**config.mk**
```make
export PLATFORM = sky130hd
export DESIGN_NAME = pot_host
export DESIGN_NICKNAME = d
export VERILOG_FILES = /design/src/core/pot_host_pkg.sv /design/src/core/pot_wait_timer.sv /design/src/core/pot_host.sv
export SDC_FILE = /design/constraint.sdc
export NUM_CORES = 1
export LEC_CHECK = 0
export BUFFER_PORTS_ARGS = -buffer_cell sky130_fd_sc_hd__buf_4
export CORE_MARGIN = 3
export CORE_UTILIZATION = 55
export CTS_BUF_LIST = sky130_fd_sc_hd__clkbuf_4 sky130_fd_sc_hd__clkbuf_8
export DETAILED_ROUTE_END_ITERATION = 10
export PLACE_DENSITY = 0.73
export SLEW_MARGIN = 10
export SYNTH_ARGS = -nofsm -noshare
export SYNTH_HDL_FRONTEND = slang
export SYNTH_SLANG_ARGS = --single-unit
```
**constraint.sdc**
```tcl
create_clock -name clk -period 2.61 [get_ports clk]
set_input_delay 0.1305 -clock clk [delete_from_list [all_inputs] [get_ports clk]]
set_output_delay 0.1305 -clock clk [all_outputs]
set_load 0.03 [all_outputs]
```
**src/core/pot_host_pkg.sv**
```systemverilog
/*
 * Constants for the host that steps a three-pin digital potentiometer.
 * Assumes a 20 MHz system clock; all pin timing is counted in its cycles.
 */
// How it works
// - Raising select with strobe high stores the position; host deselects so to save.
// - Raising select with strobe low skips the store; host deselects so for temporary settings.
// - The host holds direction steady while select stays low; it sets it only when a command selects.
// - The host avoids a falling strobe that coincides with a select edge.
package pot_host_pkg;
	localparam int CLK_MHZ = 20;
	// Pin timing in nanoseconds (least times)
	localparam int T_SETUP_NS = 100;
	localparam int T_STEP_LO_NS = 1000;
	localparam int T_STEP_HI_NS = 1000;
	localparam int T_RELEASE_NS = 1000;
	// Nonvolatile store time in microseconds
	localparam int T_STORE_US = 20000;
	localparam int NS_PER_US = 1000;
	localparam int TMR_W = 19;
	localparam int STEP_W = 7;

	// Least time in ns to whole cycles, rounded up, at least one
	function automatic int ns_to_cyc(input int ns);
		int c;
		c = (ns * CLK_MHZ + NS_PER_US - 1) / NS_PER_US;
		return (c < 1) ? 1 : c;
	endfunction : ns_to_cyc

	// Timer load values: a state lasts load+1 cycles
	localparam logic [TMR_W-1:0] SETUP_LD = TMR_W'(ns_to_cyc(T_SETUP_NS) - 1);
	localparam logic [TMR_W-1:0] STEP_LO_LD = TMR_W'(ns_to_cyc(T_STEP_LO_NS) - 1);
	localparam logic [TMR_W-1:0] STEP_HI_LD = TMR_W'(ns_to_cyc(T_STEP_HI_NS) - 1);
	localparam logic [TMR_W-1:0] RELEASE_LD = TMR_W'(ns_to_cyc(T_RELEASE_NS) - 1);
	localparam logic [TMR_W-1:0] TMR_ZERO = 19'h00000;
	localparam logic [STEP_W-1:0] STEPS_ZERO = 7'h00;
	localparam logic [STEP_W-1:0] STEPS_ONE = 7'h01;

	typedef enum logic [2:0] {
		ST_IDLE,
		ST_SETUP,
		ST_STEP_LO,
		ST_STEP_HI,
		ST_RELEASE,
		ST_STORE
	} host_state_e;
endpackage : pot_host_pkg

```
**src/core/pot_wait_timer.sv**
```systemverilog
/*
 * Down-counting wait timer for pin phase timing.
 * Assumes the caller loads it on the edge that starts a phase.
 */
`timescale 1ns/1ps
`default_nettype none
module pot_wait_timer #(
	parameter int W = 19
) (
	input wire logic clk, // System clock
	input wire logic rstn, // Asynchronous reset, active low
	input wire logic load, // Load a new wait
	input wire logic [W-1:0] load_val, // Cycles to wait, minus one
	output logic expired // Count has reached zero
);
	logic [W-1:0] cnt_r;
	logic [W-1:0] cnt_nxt;

	// Next count: load or count down to zero
	always_comb begin
		cnt_nxt = cnt_r;
		if (load) begin
			cnt_nxt = load_val;
		end else if (cnt_r != '0) begin
			cnt_nxt = cnt_r - W'(1);
		end
	end

	// Count register
	always_ff @(posedge clk or negedge rstn) begin
		if (!rstn) begin
			cnt_r <= '0;
		end else begin
			cnt_r <= cnt_nxt;
		end
	end

	assign expired = (cnt_r == '0);
endmodule : pot_wait_timer
`default_nettype wire

```
**src/core/pot_host.sv**
```systemverilog
/*
 * Host controller for a three-pin up/down digital potentiometer.
 * Takes move commands (direction, step count, save flag) and drives the
 * select, step strobe and direction pins, ending with a store or no-store
 * deselect, or with only a done pulse for zero steps without save. Assumes command inputs are synchronous to clk.
 */
`timescale 1ns/1ps
`default_nettype none
module pot_host #(
	parameter int STORE_CYC = pot_host_pkg::T_STORE_US * pot_host_pkg::CLK_MHZ
) (
	input wire logic clk, // 20 MHz system clock
	input wire logic rstn, // Asynchronous reset, active low
	input wire logic cmd_valid, // Command request
	output logic cmd_ready, // Ready to take a command
	input wire logic cmd_up, // 1 moves toward high end, 0 toward low end
	input wire logic [pot_host_pkg::STEP_W-1:0] cmd_steps, // Number of steps
	input wire logic cmd_save, // Store the position at deselect
	output logic cmd_done, // One-cycle pulse when a command ends
	output logic select_n, // Chip select pin, active low
	output logic step_n, // Step strobe pin, falling edge moves
	output logic up // Direction pin
);
	//********************************
	// State and pin registers
	//********************************
	pot_host_pkg::host_state_e state_r, state_nxt;
	logic select_n_r, select_n_nxt;
	logic step_n_r, step_n_nxt;
	logic up_r, up_nxt;
	logic ready_r, ready_nxt;
	logic done_r, done_nxt;
	logic save_r, save_nxt;
	logic [pot_host_pkg::STEP_W-1:0] left_r, left_nxt;
	logic tmr_load;
	logic [pot_host_pkg::TMR_W-1:0] tmr_val;
	logic tmr_expired;

	localparam logic [pot_host_pkg::TMR_W-1:0] STORE_LD = pot_host_pkg::TMR_W'(STORE_CYC - 1);

	//********************************
	// Phase timer
	//********************************
	pot_wait_timer #(
		.W(pot_host_pkg::TMR_W)
	) u_timer (
		.clk(clk),
		.rstn(rstn),
		.load(tmr_load),
		.load_val(tmr_val),
		.expired(tmr_expired)
	);

	//********************************
	// Sequencer next-state logic
	//********************************
	always_comb begin
		state_nxt = state_r;
		select_n_nxt = select_n_r;
		step_n_nxt = step_n_r;
		up_nxt = up_r;
		ready_nxt = ready_r;
		done_nxt = 1'b0;
		save_nxt = save_r;
		left_nxt = left_r;
		tmr_load = 1'b0;
		tmr_val = pot_host_pkg::TMR_ZERO;
		unique case (state_r)
			pot_host_pkg::ST_IDLE: begin
				// Standby: select and strobe high, device ignores pins
				select_n_nxt = 1'b1;
				step_n_nxt = 1'b1;
				ready_nxt = 1'b1;
				if (cmd_valid && ready_r) begin
					if (cmd_steps == pot_host_pkg::STEPS_ZERO && !cmd_save) begin
						done_nxt = 1'b1;
					end else begin
						// Select and set direction on the same clock edge
						select_n_nxt = 1'b0;
						up_nxt = cmd_up;
						save_nxt = cmd_save;
						left_nxt = cmd_steps;
						ready_nxt = 1'b0;
						tmr_load = 1'b1;
						tmr_val = pot_host_pkg::SETUP_LD;
						state_nxt = pot_host_pkg::ST_SETUP;
					end
				end
			end
			pot_host_pkg::ST_SETUP: begin
				if (tmr_expired) begin
					tmr_load = 1'b1;
					if (left_r == pot_host_pkg::STEPS_ZERO) begin
						// Save only: deselect with strobe high
						select_n_nxt = 1'b1;
						tmr_val = STORE_LD;
						state_nxt = pot_host_pkg::ST_STORE;
					end else begin
						step_n_nxt = 1'b0;
						left_nxt = left_r - pot_host_pkg::STEPS_ONE;
						tmr_val = pot_host_pkg::STEP_LO_LD;
						state_nxt = pot_host_pkg::ST_STEP_LO;
					end
				end
			end
			pot_host_pkg::ST_STEP_LO: begin
				if (tmr_expired) begin
					tmr_load = 1'b1;
					if (left_r == pot_host_pkg::STEPS_ZERO && !save_r) begin
						// Temporary setting: deselect with strobe still low
						select_n_nxt = 1'b1;
						tmr_val = pot_host_pkg::RELEASE_LD;
						state_nxt = pot_host_pkg::ST_RELEASE;
					end else begin
						step_n_nxt = 1'b1;
						tmr_val = pot_host_pkg::STEP_HI_LD;
						state_nxt = pot_host_pkg::ST_STEP_HI;
					end
				end
			end
			pot_host_pkg::ST_STEP_HI: begin
				if (tmr_expired) begin
					tmr_load = 1'b1;
					if (left_r == pot_host_pkg::STEPS_ZERO) begin
						// Last step done, strobe high: deselect to store
						select_n_nxt = 1'b1;
						tmr_val = STORE_LD;
						state_nxt = pot_host_pkg::ST_STORE;
					end else begin
						step_n_nxt = 1'b0;
						left_nxt = left_r - pot_host_pkg::STEPS_ONE;
						tmr_val = pot_host_pkg::STEP_LO_LD;
						state_nxt = pot_host_pkg::ST_STEP_LO;
					end
				end
			end
			pot_host_pkg::ST_RELEASE: begin
				// Strobe returns high only once select is high
				if (tmr_expired) begin
					step_n_nxt = 1'b1;
					ready_nxt = 1'b1;
					done_nxt = 1'b1;
					state_nxt = pot_host_pkg::ST_IDLE;
				end
			end
			pot_host_pkg::ST_STORE: begin
				// Wait out the nonvolatile write before reselecting
				if (tmr_expired) begin
					ready_nxt = 1'b1;
					done_nxt = 1'b1;
					state_nxt = pot_host_pkg::ST_IDLE;
				end
			end
			default: begin
				state_nxt = pot_host_pkg::ST_IDLE;
			end
		endcase
	end

	// Sequencer registers
	always_ff @(posedge clk or negedge rstn) begin
		if (!rstn) begin
			state_r <= pot_host_pkg::ST_IDLE;
			select_n_r <= 1'b1;
			step_n_r <= 1'b1;
			up_r <= 1'b0;
			ready_r <= 1'b0;
			done_r <= 1'b0;
			save_r <= 1'b0;
			left_r <= '0;
		end else begin
			state_r <= state_nxt;
			select_n_r <= select_n_nxt;
			step_n_r <= step_n_nxt;
			up_r <= up_nxt;
			ready_r <= ready_nxt;
			done_r <= done_nxt;
			save_r <= save_nxt;
			left_r <= left_nxt;
		end
	end

	// Outputs straight from flip-flops
	assign select_n = select_n_r;
	assign step_n = step_n_r;
	assign up = up_r;
	assign cmd_ready = ready_r;
	assign cmd_done = done_r;
endmodule : pot_host
`default_nettype wire

```
==> metrics.csv, run 1 <==
stage;metric;value;unit
place;place_congestion;0.854;
place;hpwlAfterDp;3.26;mm
detailed_routing;avgViaCountPerCell;6.11;
logic_synthesis;synth_edf_count;0;
power_and_ir_drop;p_total;0.975;mW
logic_synthesis;ys_types;58;
setup_path;reg2reg_to;u_timer.cnt_r[0];
logic_synthesis;ys_seq_area_frac;0.407;
setup_path;crit_type;register to register;
global_route;grt_pass1_vias;1729;
logic_synthesis;synth_flop_cell;dfrtp_1;
cells_and_area;fillers;307;
clocking;cts_buffers;5;
logic_synthesis;syn-cell-area;2160;sq um
cells_and_area;nets;254;
logic_synthesis;syn-num-nets;236;
floorplan;die_w;68.6;microns
clocking;htreeDepth;2;
power_and_ir_drop;leakage;1.01;nW
setup_path;crit_end;u_timer.cnt_r[0];
clocking;cts_resized;0;
global_route;grt_overflow;0;
cells_and_area;multi_input_area;1190;sq um
sta;setup_tns;0;ps
floorplan;coreArea;3720;sq um
detailed_routing;drc_errors;0;
global_route;grt_usage;0.225;
clocking;cts_root_buf;clkbuf_8;
floorplan;die_h;68.6;microns
sta;max_freq;0.454;GHz
cells_and_area;drive_gt1_frac;0.226;
clocking;cts.clk_slew.worst_paths;70;ps
detailed_routing;drtAntennaViolNets;0;
cells_and_area;fin_util;0.644;
setup_path;rr_startpoint;u_timer.cnt_r[0];
run;maxCapViolCount;0;
power_and_ir_drop;power.density;407;nW/um^2
cells_and_area;regArea;878;sq um
cells_and_area;fin_cells;287;
detailed_routing;routed_wl;4.67;mm
global_route;grt_start_max_net_pins;36;
clocking;clk_path_buf_depth;2;
setup_path;worstSetupEndpointType;register;
clocking;cts.sinks;35;
cells_and_area;final_cell_mix;dfrtp_1, nor2_1, nand2_1, buf_4, a21oi_1;
clocking;cts_tree;yes;
detailed_routing;firstDrtPassIters;4;
detailed_routing;wl_per_cell;16.3;microns
hold_path;hold_path_class;primary input to register;
detailed_routing;num_vias;1754;
sta;worst_pin_slew;674;ps
detailed_routing;drt-initial-drc-count;117;
cells_and_area;diodes;0;
cells_and_area;final_common_cell;dfrtp_1;
setup_path;critPathLaunch;u_timer.cnt_r[0];
floorplan;dieArea;4710;sq um
setup_path;cp-start-kind;register;
sta;relSlewSlack;0.549;
logic_synthesis;synth_cells;221;
clocking;worst_skew_pair.late_latency;290;ps
logic_synthesis;synth_seq_cells;35;
place;dpl.cell_count;279;
clocking;cts_setup_buffers;0;
sta;maxSlewViolCount;0;
global_route;antenna_found_initial;0;
setup_path;rrSetupSlack;410;ps
logic_synthesis;async_flop_share;1.00;
sta;hold_violations;0;
sta;layout_min_cycle_time;2200;ps
floorplan;pin_count;17;
setup_path;cp.arrival;2380;ps
floorplan;start_util;0.581;
setup_path;reg2reg_depth;7;
sta;clock-skew-final;4.74;ps
logic_synthesis;synth_warnings;0;
cells_and_area;syn2layout_area_growth;11.0;%
outcome;status;finished clean;
sta;setup_violations;0;
setup_path;worst-path-max-fanout;12;
global_route;grt_pass1_wl;7.85;mm
power_and_ir_drop;ir_drop;0.314;mV
setup_path;crit_required;2790;ps
floorplan;rows;22;
place;portBuffers;16;
sta;period_share;0.844;
sta;rsz0062_at_grt;no;
logic_synthesis;avgSynthCellArea;9.77;sq um
[registers in the layout, summed over array words and instances, names as in the netlist]
| name | cells |
|---|---|
| left_r | 7 |
| up | 1 |
| u_timer.cnt_r | 19 |
| step_n | 1 |
| select_n | 1 |
| cmd_ready | 1 |
| save_r | 1 |
| cmd_done | 1 |
| state_r | 3 |
[metrics by stage]
step	area (sq um)	hold slack, ps	setup slack [ps]
after floorplan	2160	-165	714
after global placement	2300	113	515
after detailed placement	2300	116	400
after CTS	2390	22.6	392
after global routing	2390	30.2	217
final	2390	28.4	408
[Yosys cell counts, types with 2 or more instances]
library cell  instances  area, sq um
or3_1                 4         25.0
nor3b_2               2         25.0
nand2_2               3         18.8
mux2_2                2         22.5
nand3_1               3         15.0
o311a_1               3         30.0
o21ai_0              11         55.1
a41oi_1               2         17.5
nor2_1               24         90.1
inv_1                 8         30.0
or4_1                 2         15.0
buf_6                 3         33.8
a211oi_1              4         30.0
a32oi_1               2         17.5
buf_2                 3         15.0
ha_1                  3         37.5
nor3_4                3         48.8
dfstp_2               2         52.6
o22ai_1               2         12.5
nor2b_1               2         12.5
a21oi_1              13         65.1
o21ai_1               5         25.0
dfrtp_1              33          826
nand2_1              18         67.6
a311oi_1              3         26.3
nor3_1               11         55.1
nand4_1               4         25.0
nor4_4                2         42.5
clkbuf_1              2         7.51
xnor2_1              11         96.3
o22a_1                2         17.5
xor2_1                2         17.5
or4_4                 2         22.5
[report_power, final]
group / total, mW / switching [mW] / internal (mW)
Sequential: 0.542 / 0 / 0.542
Combinational: 0.0304 / 0.0169 / 0.0135
Clock: 0.402 / 0.195 / 0.207
Total: 0.975 / 0.212 / 0.763
[per-layer routing]
layer,GRT usage,routed length [microns],part of all wire,vias to the layer above
li1,-,-,-,851
met1,0.275,2130,0.45,859
met2,0.385,2300,0.49,35
met3,0.0454,161,0.034,9
met4,0.0918,87,0.019,0
met5,0,0,0,-
[critical path, stage by stage (launching register included)]
cell     delay (ps)
dfrtp_1         390
inv_1           120
ha_1            170
nor3b_1         370
and4_4          400
nand2_2         210
nor3_4          320
a21oi_1         100
[kinds of logic (layout without fill, tap and decap cells)]
group                      Yosys count  after routing  synth area share
and+or+nand+nor                     91             91             0.260
AOI/OAI and AO/OA                   60             60             0.208
DFF                                 35             35             0.407
buffers and inverters               16             34            0.0400
xor gates and xnor gates            13             13            0.0528
adders and majority gates            3              3            0.0174
muxes                                3              3            0.0151
[worst min path at each step]
stage,slack (ps),depth (start not counted),from,to
final,30,3,cmd_up,up
after global placement,110,1,rstn,u_timer.cnt_r[12]
after global routing,30,3,cmd_up,up
after detailed placement,120,1,rstn,u_timer.cnt_r[10]
after CTS,20,3,cmd_up,up
after floorplan,-170,0,rstn,cmd_done
[layout make-up]
type,instances,area share
Sequential cell,35,0.367
Timing Repair Buffer,19,0.0606
Inverter,8,0.0125
Clock buffer,6,0.0345
Tap cell,48,0.0251
Clock inverter,1,0.00209
Multi-Input combinational cell,170,0.498
[repair_timing]
item	4_1_cts	5_1_grt
hold buffers	1	0
endpoints found under the hold margin	33	0
endpoints found under the setup margin	0	0
Note: power is estimated with default switching activity, not from simulation.
==> inputs of run 2 (changes only) <==
--- a/config.mk
+++ b/config.mk
@@ -5,12 +5,13 @@
 export SDC_FILE = /design/constraint.sdc
 export NUM_CORES = 1
 export LEC_CHECK = 0
+export ABC_AREA = 1
 export BUFFER_PORTS_ARGS = -buffer_cell sky130_fd_sc_hd__buf_4
 export CORE_MARGIN = 3
 export CORE_UTILIZATION = 55
 export CTS_BUF_LIST = sky130_fd_sc_hd__clkbuf_4 sky130_fd_sc_hd__clkbuf_8
 export DETAILED_ROUTE_END_ITERATION = 10
-export PLACE_DENSITY = 0.73
+export PLACE_DENSITY = 0.76
 export SLEW_MARGIN = 10
 export SYNTH_ARGS = -nofsm -noshare
 export SYNTH_HDL_FRONTEND = slang
==> constraint.sdc (replaced) <==
create_clock -name clk -period 1.8 [get_ports clk]
set_input_delay 0.09 -clock clk [delete_from_list [all_inputs] [get_ports clk]]
set_output_delay 0.09 -clock clk [all_outputs]
set_load 0.03 [all_outputs]
==> run 2 against run 1 <==
Against the previous run:
- first-iteration DRC count up 50%
- sequential share of layout area down 3.6 points
- clock skew up 1.9 ps
- largest power group unchanged
- via count up 15%
- area after synthesis up 7.2%
- register-to-register slack worse by 250 ps
- total power up 46%
- worst setup slack worse by 250 ps
- critical path depth up 1
- final cell count up 34%
- sequential power up 45%
- global-route usage down 2.0 points
==> metrics.csv, run 2 <==
stage;metric;value;unit
outcome;status;finished clean;
setup_path;crit_end;u_timer.cnt_r[5];
sta;period_share;0.915;
clocking;cts_tree;yes;
clocking;cts_setup_buffers;0;
cells_and_area;regMostFlops;u_timer.cnt_r;
cells_and_area;top_regs;u_timer.cnt_r x19, left_r x7, state_r x3;
logic_synthesis;syn-num-nets;323;
setup_path;crit_path_cell_trace;inv_2 -> ha_1 -> nand2_1 -> nor2_4 -> nand4_4 -> nand2_4 -> nand2_2 -> a21oi_1;
floorplan;die_w;70.9;microns
floorplan;dieArea;5020;sq um
clocking;cts_buffers;5;
place;place_congestion;0.923;
setup_path;reg2reg_to;u_timer.cnt_r[5];
logic_synthesis;synth_edf_count;0;
cells_and_area;final_common_cell;nand2_1;
floorplan;start_util;0.600;
setup_path;cp-start-kind;register;
sta;layout_min_cycle_time;1650;ps
setup_path;worstSetupEndpointType;register;
detailed_routing;drt-initial-drc-count;175;
floorplan;rows;22;
detailed_routing;drtAntennaViolNets;0;
setup_path;rr_startpoint;u_timer.cnt_r[0];
setup_path;critPathLaunch;u_timer.cnt_r[0];
detailed_routing;drc_errors;0;
logic_synthesis;synthTopCellsByCount;nand2_1, nor2_1, inv_1;
logic_synthesis;synth_mux_area_frac;0.00433;
floorplan;die_h;70.9;microns
sta;clock-skew-final;6.64;ps
sta;whs;8.34;ps
logic_synthesis;synthAdderAreaFrac;0.0162;
sta;relSlewSlack;0.705;
logic_synthesis;avgSynthCellArea;7.51;sq um
cells_and_area;syn2layout_area_growth;14.8;%
global_route;antenna_found_initial;0;
sta;maxSlewViolCount;0;
hold_path;hold_path_class;primary input to register;
logic_synthesis;yosys.area.top_type;dfrtp_1;
logic_synthesis;synth_flop_cell;dfrtp_1;
hold_path;min_path_cells;3;
setup_path;reg2reg_depth;8;
logic_synthesis;synth_xor_xnor_area_share;0.0492;
global_route;grt_usage;0.205;
global_route;grt_pass1_wl;8.35;mm
logic_synthesis;yosys.area_share.simple;0.385;
clocking;cts.sinks;35;
power_and_ir_drop;power.density;537;nW/um^2
cells_and_area;diodes;0;
logic_synthesis;synth_seq_cells;35;
clocking;clk_path_buf_depth;2;
setup_path;worst-path-max-fanout;7;
logic_synthesis;yosysTopAreaCellShare;0.357;
sta;setup_violations;0;
logic_synthesis;synth_warnings;0;
cells_and_area;fin_cells;386;
cells_and_area;post-route-cell-area;2660;sq um
clocking;htreeDepth;2;
detailed_routing;wl_per_cell;12.8;microns
sta;hold_violations;0;
cells_and_area;drive_gt1_frac;0.234;
floorplan;pin_count;17;
cells_and_area;largest_reg_flops;19;
detailed_routing;firstDrtPassIters;6;
detailed_routing;avgViaCountPerCell;5.22;
power_and_ir_drop;p_total;1.42;mW
place;hpwlAfterDp;3.76;mm
setup_path;crit_path_max_incr_delay;370;ps
clocking;cts.clk_slew.worst_paths;60;ps
logic_synthesis;ys_seq_area_frac;0.380;
clocking;worst_skew_pair.late_latency;280;ps
cells_and_area;nets;352;
global_route;grt_start_max_net_pins;36;
setup_path;cp_slowest_cell;dfrtp_1;
clocking;cts_root_buf;clkbuf_8;
logic_synthesis;ys_types;37;
sta;setup_tns;0;ps
logic_synthesis;synth_cells;308;
logic_synthesis;yosys.cell_count.top_type;nand2_1;
global_route;grt_overflow;0;
setup_path;crit_required;2000;ps
setup_path;rrSetupSlack;150;ps
sta;worst_pin_slew;442;ps
setup_path;cp.arrival;1840;ps
global_route;grt_pass1_vias;1852;
logic_synthesis;async_flop_share;1.00;
logic_synthesis;synth_top_family_by_area;simple AND/OR/NAND/NOR gates;
place;portBuffers;16;
run;maxCapViolCount;0;
detailed_routing;num_vias;2013;
logic_synthesis;synth.top_cells.by_area;dfrtp_1, nand2_1, nor2_1;
power_and_ir_drop;ir_drop;0.408;mV
power_and_ir_drop;leakage;1.32;nW
floorplan;coreArea;3850;sq um
sta;rsz0062_at_grt;no;
setup_path;crit_type;register to register;
logic_synthesis;synth_compound_area_frac;0.0871;
cells_and_area;final_cell_mix;nand2_1, nor2_1, inv_1;
logic_synthesis;syn-cell-area;2310;sq um
sta;max_freq;0.607;GHz
detailed_routing;routed_wl;4.94;mm
place;placed_cell_area;2520;sq um
place;dpl.cell_count;376;
## run 2: cell count changes in the layout (fill, tap and decap cells not counted), moves of 5 or more
cell,previous run,this run
inv_1,8,34
a21oi_1,13,7
buf_4,18,24
nand2_2,3,8
xnor2_1,11,4
inv_2,0,7
o21ai_2,0,8
nand3_1,3,28
xor2_1,2,9
nor2_1,24,40
nand2_1,18,71
## run 2: repair_timing
item / in CTS / in global routing
resized for setup: 0 / 5
hold buffers: 1 / 0
hold endpoints to repair: 33 / 0
endpoints found under the setup margin: 0 / 18
## run 2: per-layer routing
| metal | GRT usage | up-vias | wire length (microns) |
|---|---|---|---|
| met5 | 0 | - | 0 |
| met1 | 0.292 | 926 | 2450 |
| met2 | 0.318 | 42 | 2230 |
| met4 | 0.0543 | 0 | 73 |
| li1 | - | 1035 | - |
| met3 | 0.0440 | 10 | 193 |
## run 2: worst max-delay path: cells and delay by family, from the launching register on
kind                     cells  cell delay [ps]
AO/OA/AOI/OAI                1              170
adder cells (fa/ha/maj)      1              170
flip-flops                   1              370
AND/OR/NAND/NOR              5              750
buffers and inverters        1               90
## run 2: report_power, final
part | switching, mW | internal (mW) | leakage (nW)
registers | 0 | 0.787 | 0.433
logic | 0.0291 | 0.0221 | 0.837
clock network | 0.267 | 0.320 | 0.0498
total | 0.296 | 1.13 | 1.32
## run 2: logic make-up (layout without fill, tap and decap cells)
family | count (synthesis) | in the layout
fa+ha+maj | 3 | 3
mux | 1 | 1
compound gates | 32 | 32
buf+inv | 45 | 74
simple gates | 179 | 180
flops | 35 | 35
xor+xnor | 13 | 13
## run 2: worst min path at each step
stage	startpoint	to
finish	cmd_up	up
global route	cmd_up	up
CTS	cmd_up	up
detailed placement	rstn	left_r[5]
global placement	rstn	left_r[5]
floorplan	rstn	cmd_done
## run 2: through the flow
step           setup slack, ps   util
6_report                   153  0.689
5_1_grt                   19.9  0.689
4_1_cts                   67.6  0.681
3_5_place_dp              81.7  0.655
3_3_place_gp               160  0.655
2_1_floorplan              242      -
## run 2: area by class of cell
class	count	area (sq um)
Sequential cell	35	878
Timing Repair Buffer	25	190
Clock buffer	8	91.3
Inverter	41	154
Tap cell	48	60.1
Multi-Input combinational cell	229	1280
Fill cell	328	1200
==> inputs of run 3 (changes only) <==
--- a/config.mk
+++ b/config.mk
@@ -11,7 +11,7 @@
 export CORE_UTILIZATION = 55
 export CTS_BUF_LIST = sky130_fd_sc_hd__clkbuf_4 sky130_fd_sc_hd__clkbuf_8
 export DETAILED_ROUTE_END_ITERATION = 10
-export PLACE_DENSITY = 0.76
+export PLACE_DENSITY = 0.81
 export SLEW_MARGIN = 10
 export SYNTH_ARGS = -nofsm -noshare
 export SYNTH_HDL_FRONTEND = slang
==> run 3 against run 2 <==
Against the previous run:
- the flow now finishes with violations (hold timing)
- final cell count is 0.52% higher
- combinational power is 2% higher
- critical path type unchanged
- largest power group unchanged
- clock-buffer cell count stayed put
==> metrics.csv, run 3 (synthesis results as in run 2) <==
stage;metric;value;unit
power_and_ir_drop;power.density;555;nW/um^2
detailed_routing;avgViaCountPerCell;5.37;
sta;hold_violations;1;
detailed_routing;drc_errors;0;
cells_and_area;final_cell_mix;nand2_1, nor2_1, inv_1;
place;hpwlAfterDp;3.87;mm
floorplan;pin_count;17;
setup_path;worst-path-max-fanout;7;
cells_and_area;nets;354;
power_and_ir_drop;p_total;1.48;mW
sta;rsz0062_at_grt;no;
clocking;worst_skew_pair.late_latency;290;ps
global_route;grt_start_max_net_pins;36;
cells_and_area;final_common_cell;nand2_1;
sta;layout_min_cycle_time;1670;ps
setup_path;crit_required;2020;ps
setup_path;cp-start-kind;register;
setup_path;reg2reg_depth;7;
sta;setup_tns;0;ps
setup_path;rr_startpoint;u_timer.cnt_r[16];
global_route;grt_pass1_wl;9.29;mm
place;dp_slack;84.8;ps
sta;setup_slack;128;ps
floorplan;coreArea;3850;sq um
global_route;grt_overflow;0;
clocking;cts_root_buf;clkbuf_8;
sta;whs;-3.16;ps
cells_and_area;fillers;333;
setup_path;reg2reg_to;left_r[2];
sta;relSlewSlack;0.703;
setup_path;crit_type;register to register;
power_and_ir_drop;leakage;1.33;nW
cells_and_area;top_regs;u_timer.cnt_r x19, left_r x7, state_r x3;
place;portBuffers;16;
cells_and_area;multi_input_area;1270;sq um
sta;period_share;0.929;
detailed_routing;routed_wl;5.37;mm
place;place_congestion;0.935;
cells_and_area;regMostFlops;u_timer.cnt_r;
floorplan;rows;22;
run;maxCapViolCount;0;
hold_path;hold_path_class;primary input to register;
cells_and_area;drive_gt1_frac;0.232;
clocking;cts.clk_slew.worst_paths;70;ps
global_route;use_met2;0.376;
floorplan;die_w;70.9;microns
floorplan;start_util;0.600;
global_route;grt_pass1_vias;2011;
cells_and_area;syn2layout_area_growth;15.6;%
detailed_routing;drtAntennaViolNets;0;
sta;maxSlewViolCount;0;
sta;max_freq;0.598;GHz
detailed_routing;firstDrtPassIters;5;
sta;setup_violations;0;
clocking;cts.sinks;35;
cells_and_area;largest_reg_flops;19;
clocking;cts_tree;yes;
global_route;grt_usage;0.234;
outcome;violations;hold timing;
clocking;cts_buffers;5;
clocking;clk_path_buf_depth;2;
setup_path;worstSetupEndpointType;register;
global_route;grt-busiest-layer;met2;
outcome;status;finished, violations left;
global_route;antenna_found_initial;0;
cells_and_area;regArea;878;sq um
cells_and_area;diodes;0;
detailed_routing;drt-initial-drc-count;176;
global_route;met1_usage;0.313;
setup_path;critPathLaunch;u_timer.cnt_r[16];
setup_path;crit_end;left_r[2];
detailed_routing;wl_per_cell;13.8;microns
sta;worst_pin_slew;445;ps
power_and_ir_drop;ir_drop;0.532;mV
sta;clock-skew-final;4.17;ps
global_route;grt_util_met3;0.0469;
floorplan;die_h;70.9;microns
setup_path;rrSetupSlack;130;ps
detailed_routing;num_vias;2084;
clocking;htreeDepth;2;
floorplan;dieArea;5020;sq um
setup_path;cp.arrival;1890;ps
## run 3: changes by cell type in the layout (fill, tap and decap cells not counted)
cell / previous run / this run
nor3_1: 7 / 8
nor3_2: 1 / 0
clkbuf_4: 3 / 1
clkbuf_8: 5 / 7
nor2_1: 40 / 41
buf_4: 24 / 26
nor2_2: 5 / 4
## run 3: stage by stage
step | hold WS, ps | utilization | area [sq um] | cells
4_1_cts | 1.37 | 0.685 | 2640 | 385
3_3_place_gp | 65.4 | 0.655 | 2520 | 376
3_5_place_dp | 73.2 | 0.655 | 2520 | 376
6_report | -3.16 | 0.694 | 2680 | 388
5_1_grt | 28.5 | 0.694 | 2680 | 388
2_1_floorplan | -206 | - | 2310 | 308
## run 3: timing repair
action	4_1_cts	5_1_grt
endpoints found under the setup margin	0	20
setup buffers	0	2
hold endpoints to repair	33	0
gates resized for setup	0	3
hold buffers	1	0
## run 3: worst min path at each step
stage / startpoint / slack (ps) / cells past startpoint / endpoint
global placement: rstn / 70 / 1 / left_r[2]
detailed placement: rstn / 70 / 1 / left_r[1]
finish: cmd_up / -3 / 3 / up
CTS: cmd_up / 1 / 3 / up
floorplan: rstn / -210 / 0 / cmd_done
global route: cmd_up / 30 / 3 / up
## run 3: cell type report
| class | count | share of cell area |
|---|---|---|
| multi-input combinational | 229 | 0.476 |
| sequential | 35 | 0.328 |
| timing repair buffer | 27 | 0.0767 |
| inverter | 41 | 0.0575 |
| clock buffer | 8 | 0.0388 |
| tap | 48 | 0.0225 |
## run 3: where the power goes
part / total (mW) / internal, mW / switching, mW
Sequential: 0.786 / 0.786 / 0
Combinational: 0.0522 / 0.0222 / 0.0300
Clock: 0.646 / 0.364 / 0.282
Total: 1.48 / 1.17 / 0.312
## run 3: worst max-delay path, stage by stage, from the launching register on
cell and delay, ps:
dfrtp_1 410, nor2_1 190, inv_1 120, nor2_4 230, nand3_4 140, nand2_4 110, nand3_2 210, o21ai_2 190
## run 3: per-layer routing
layer,part of all wire,vias up
li1,-,1044
met1,0.46,953
met2,0.47,78
met3,0.059,9
met4,0.017,0
met5,0,-
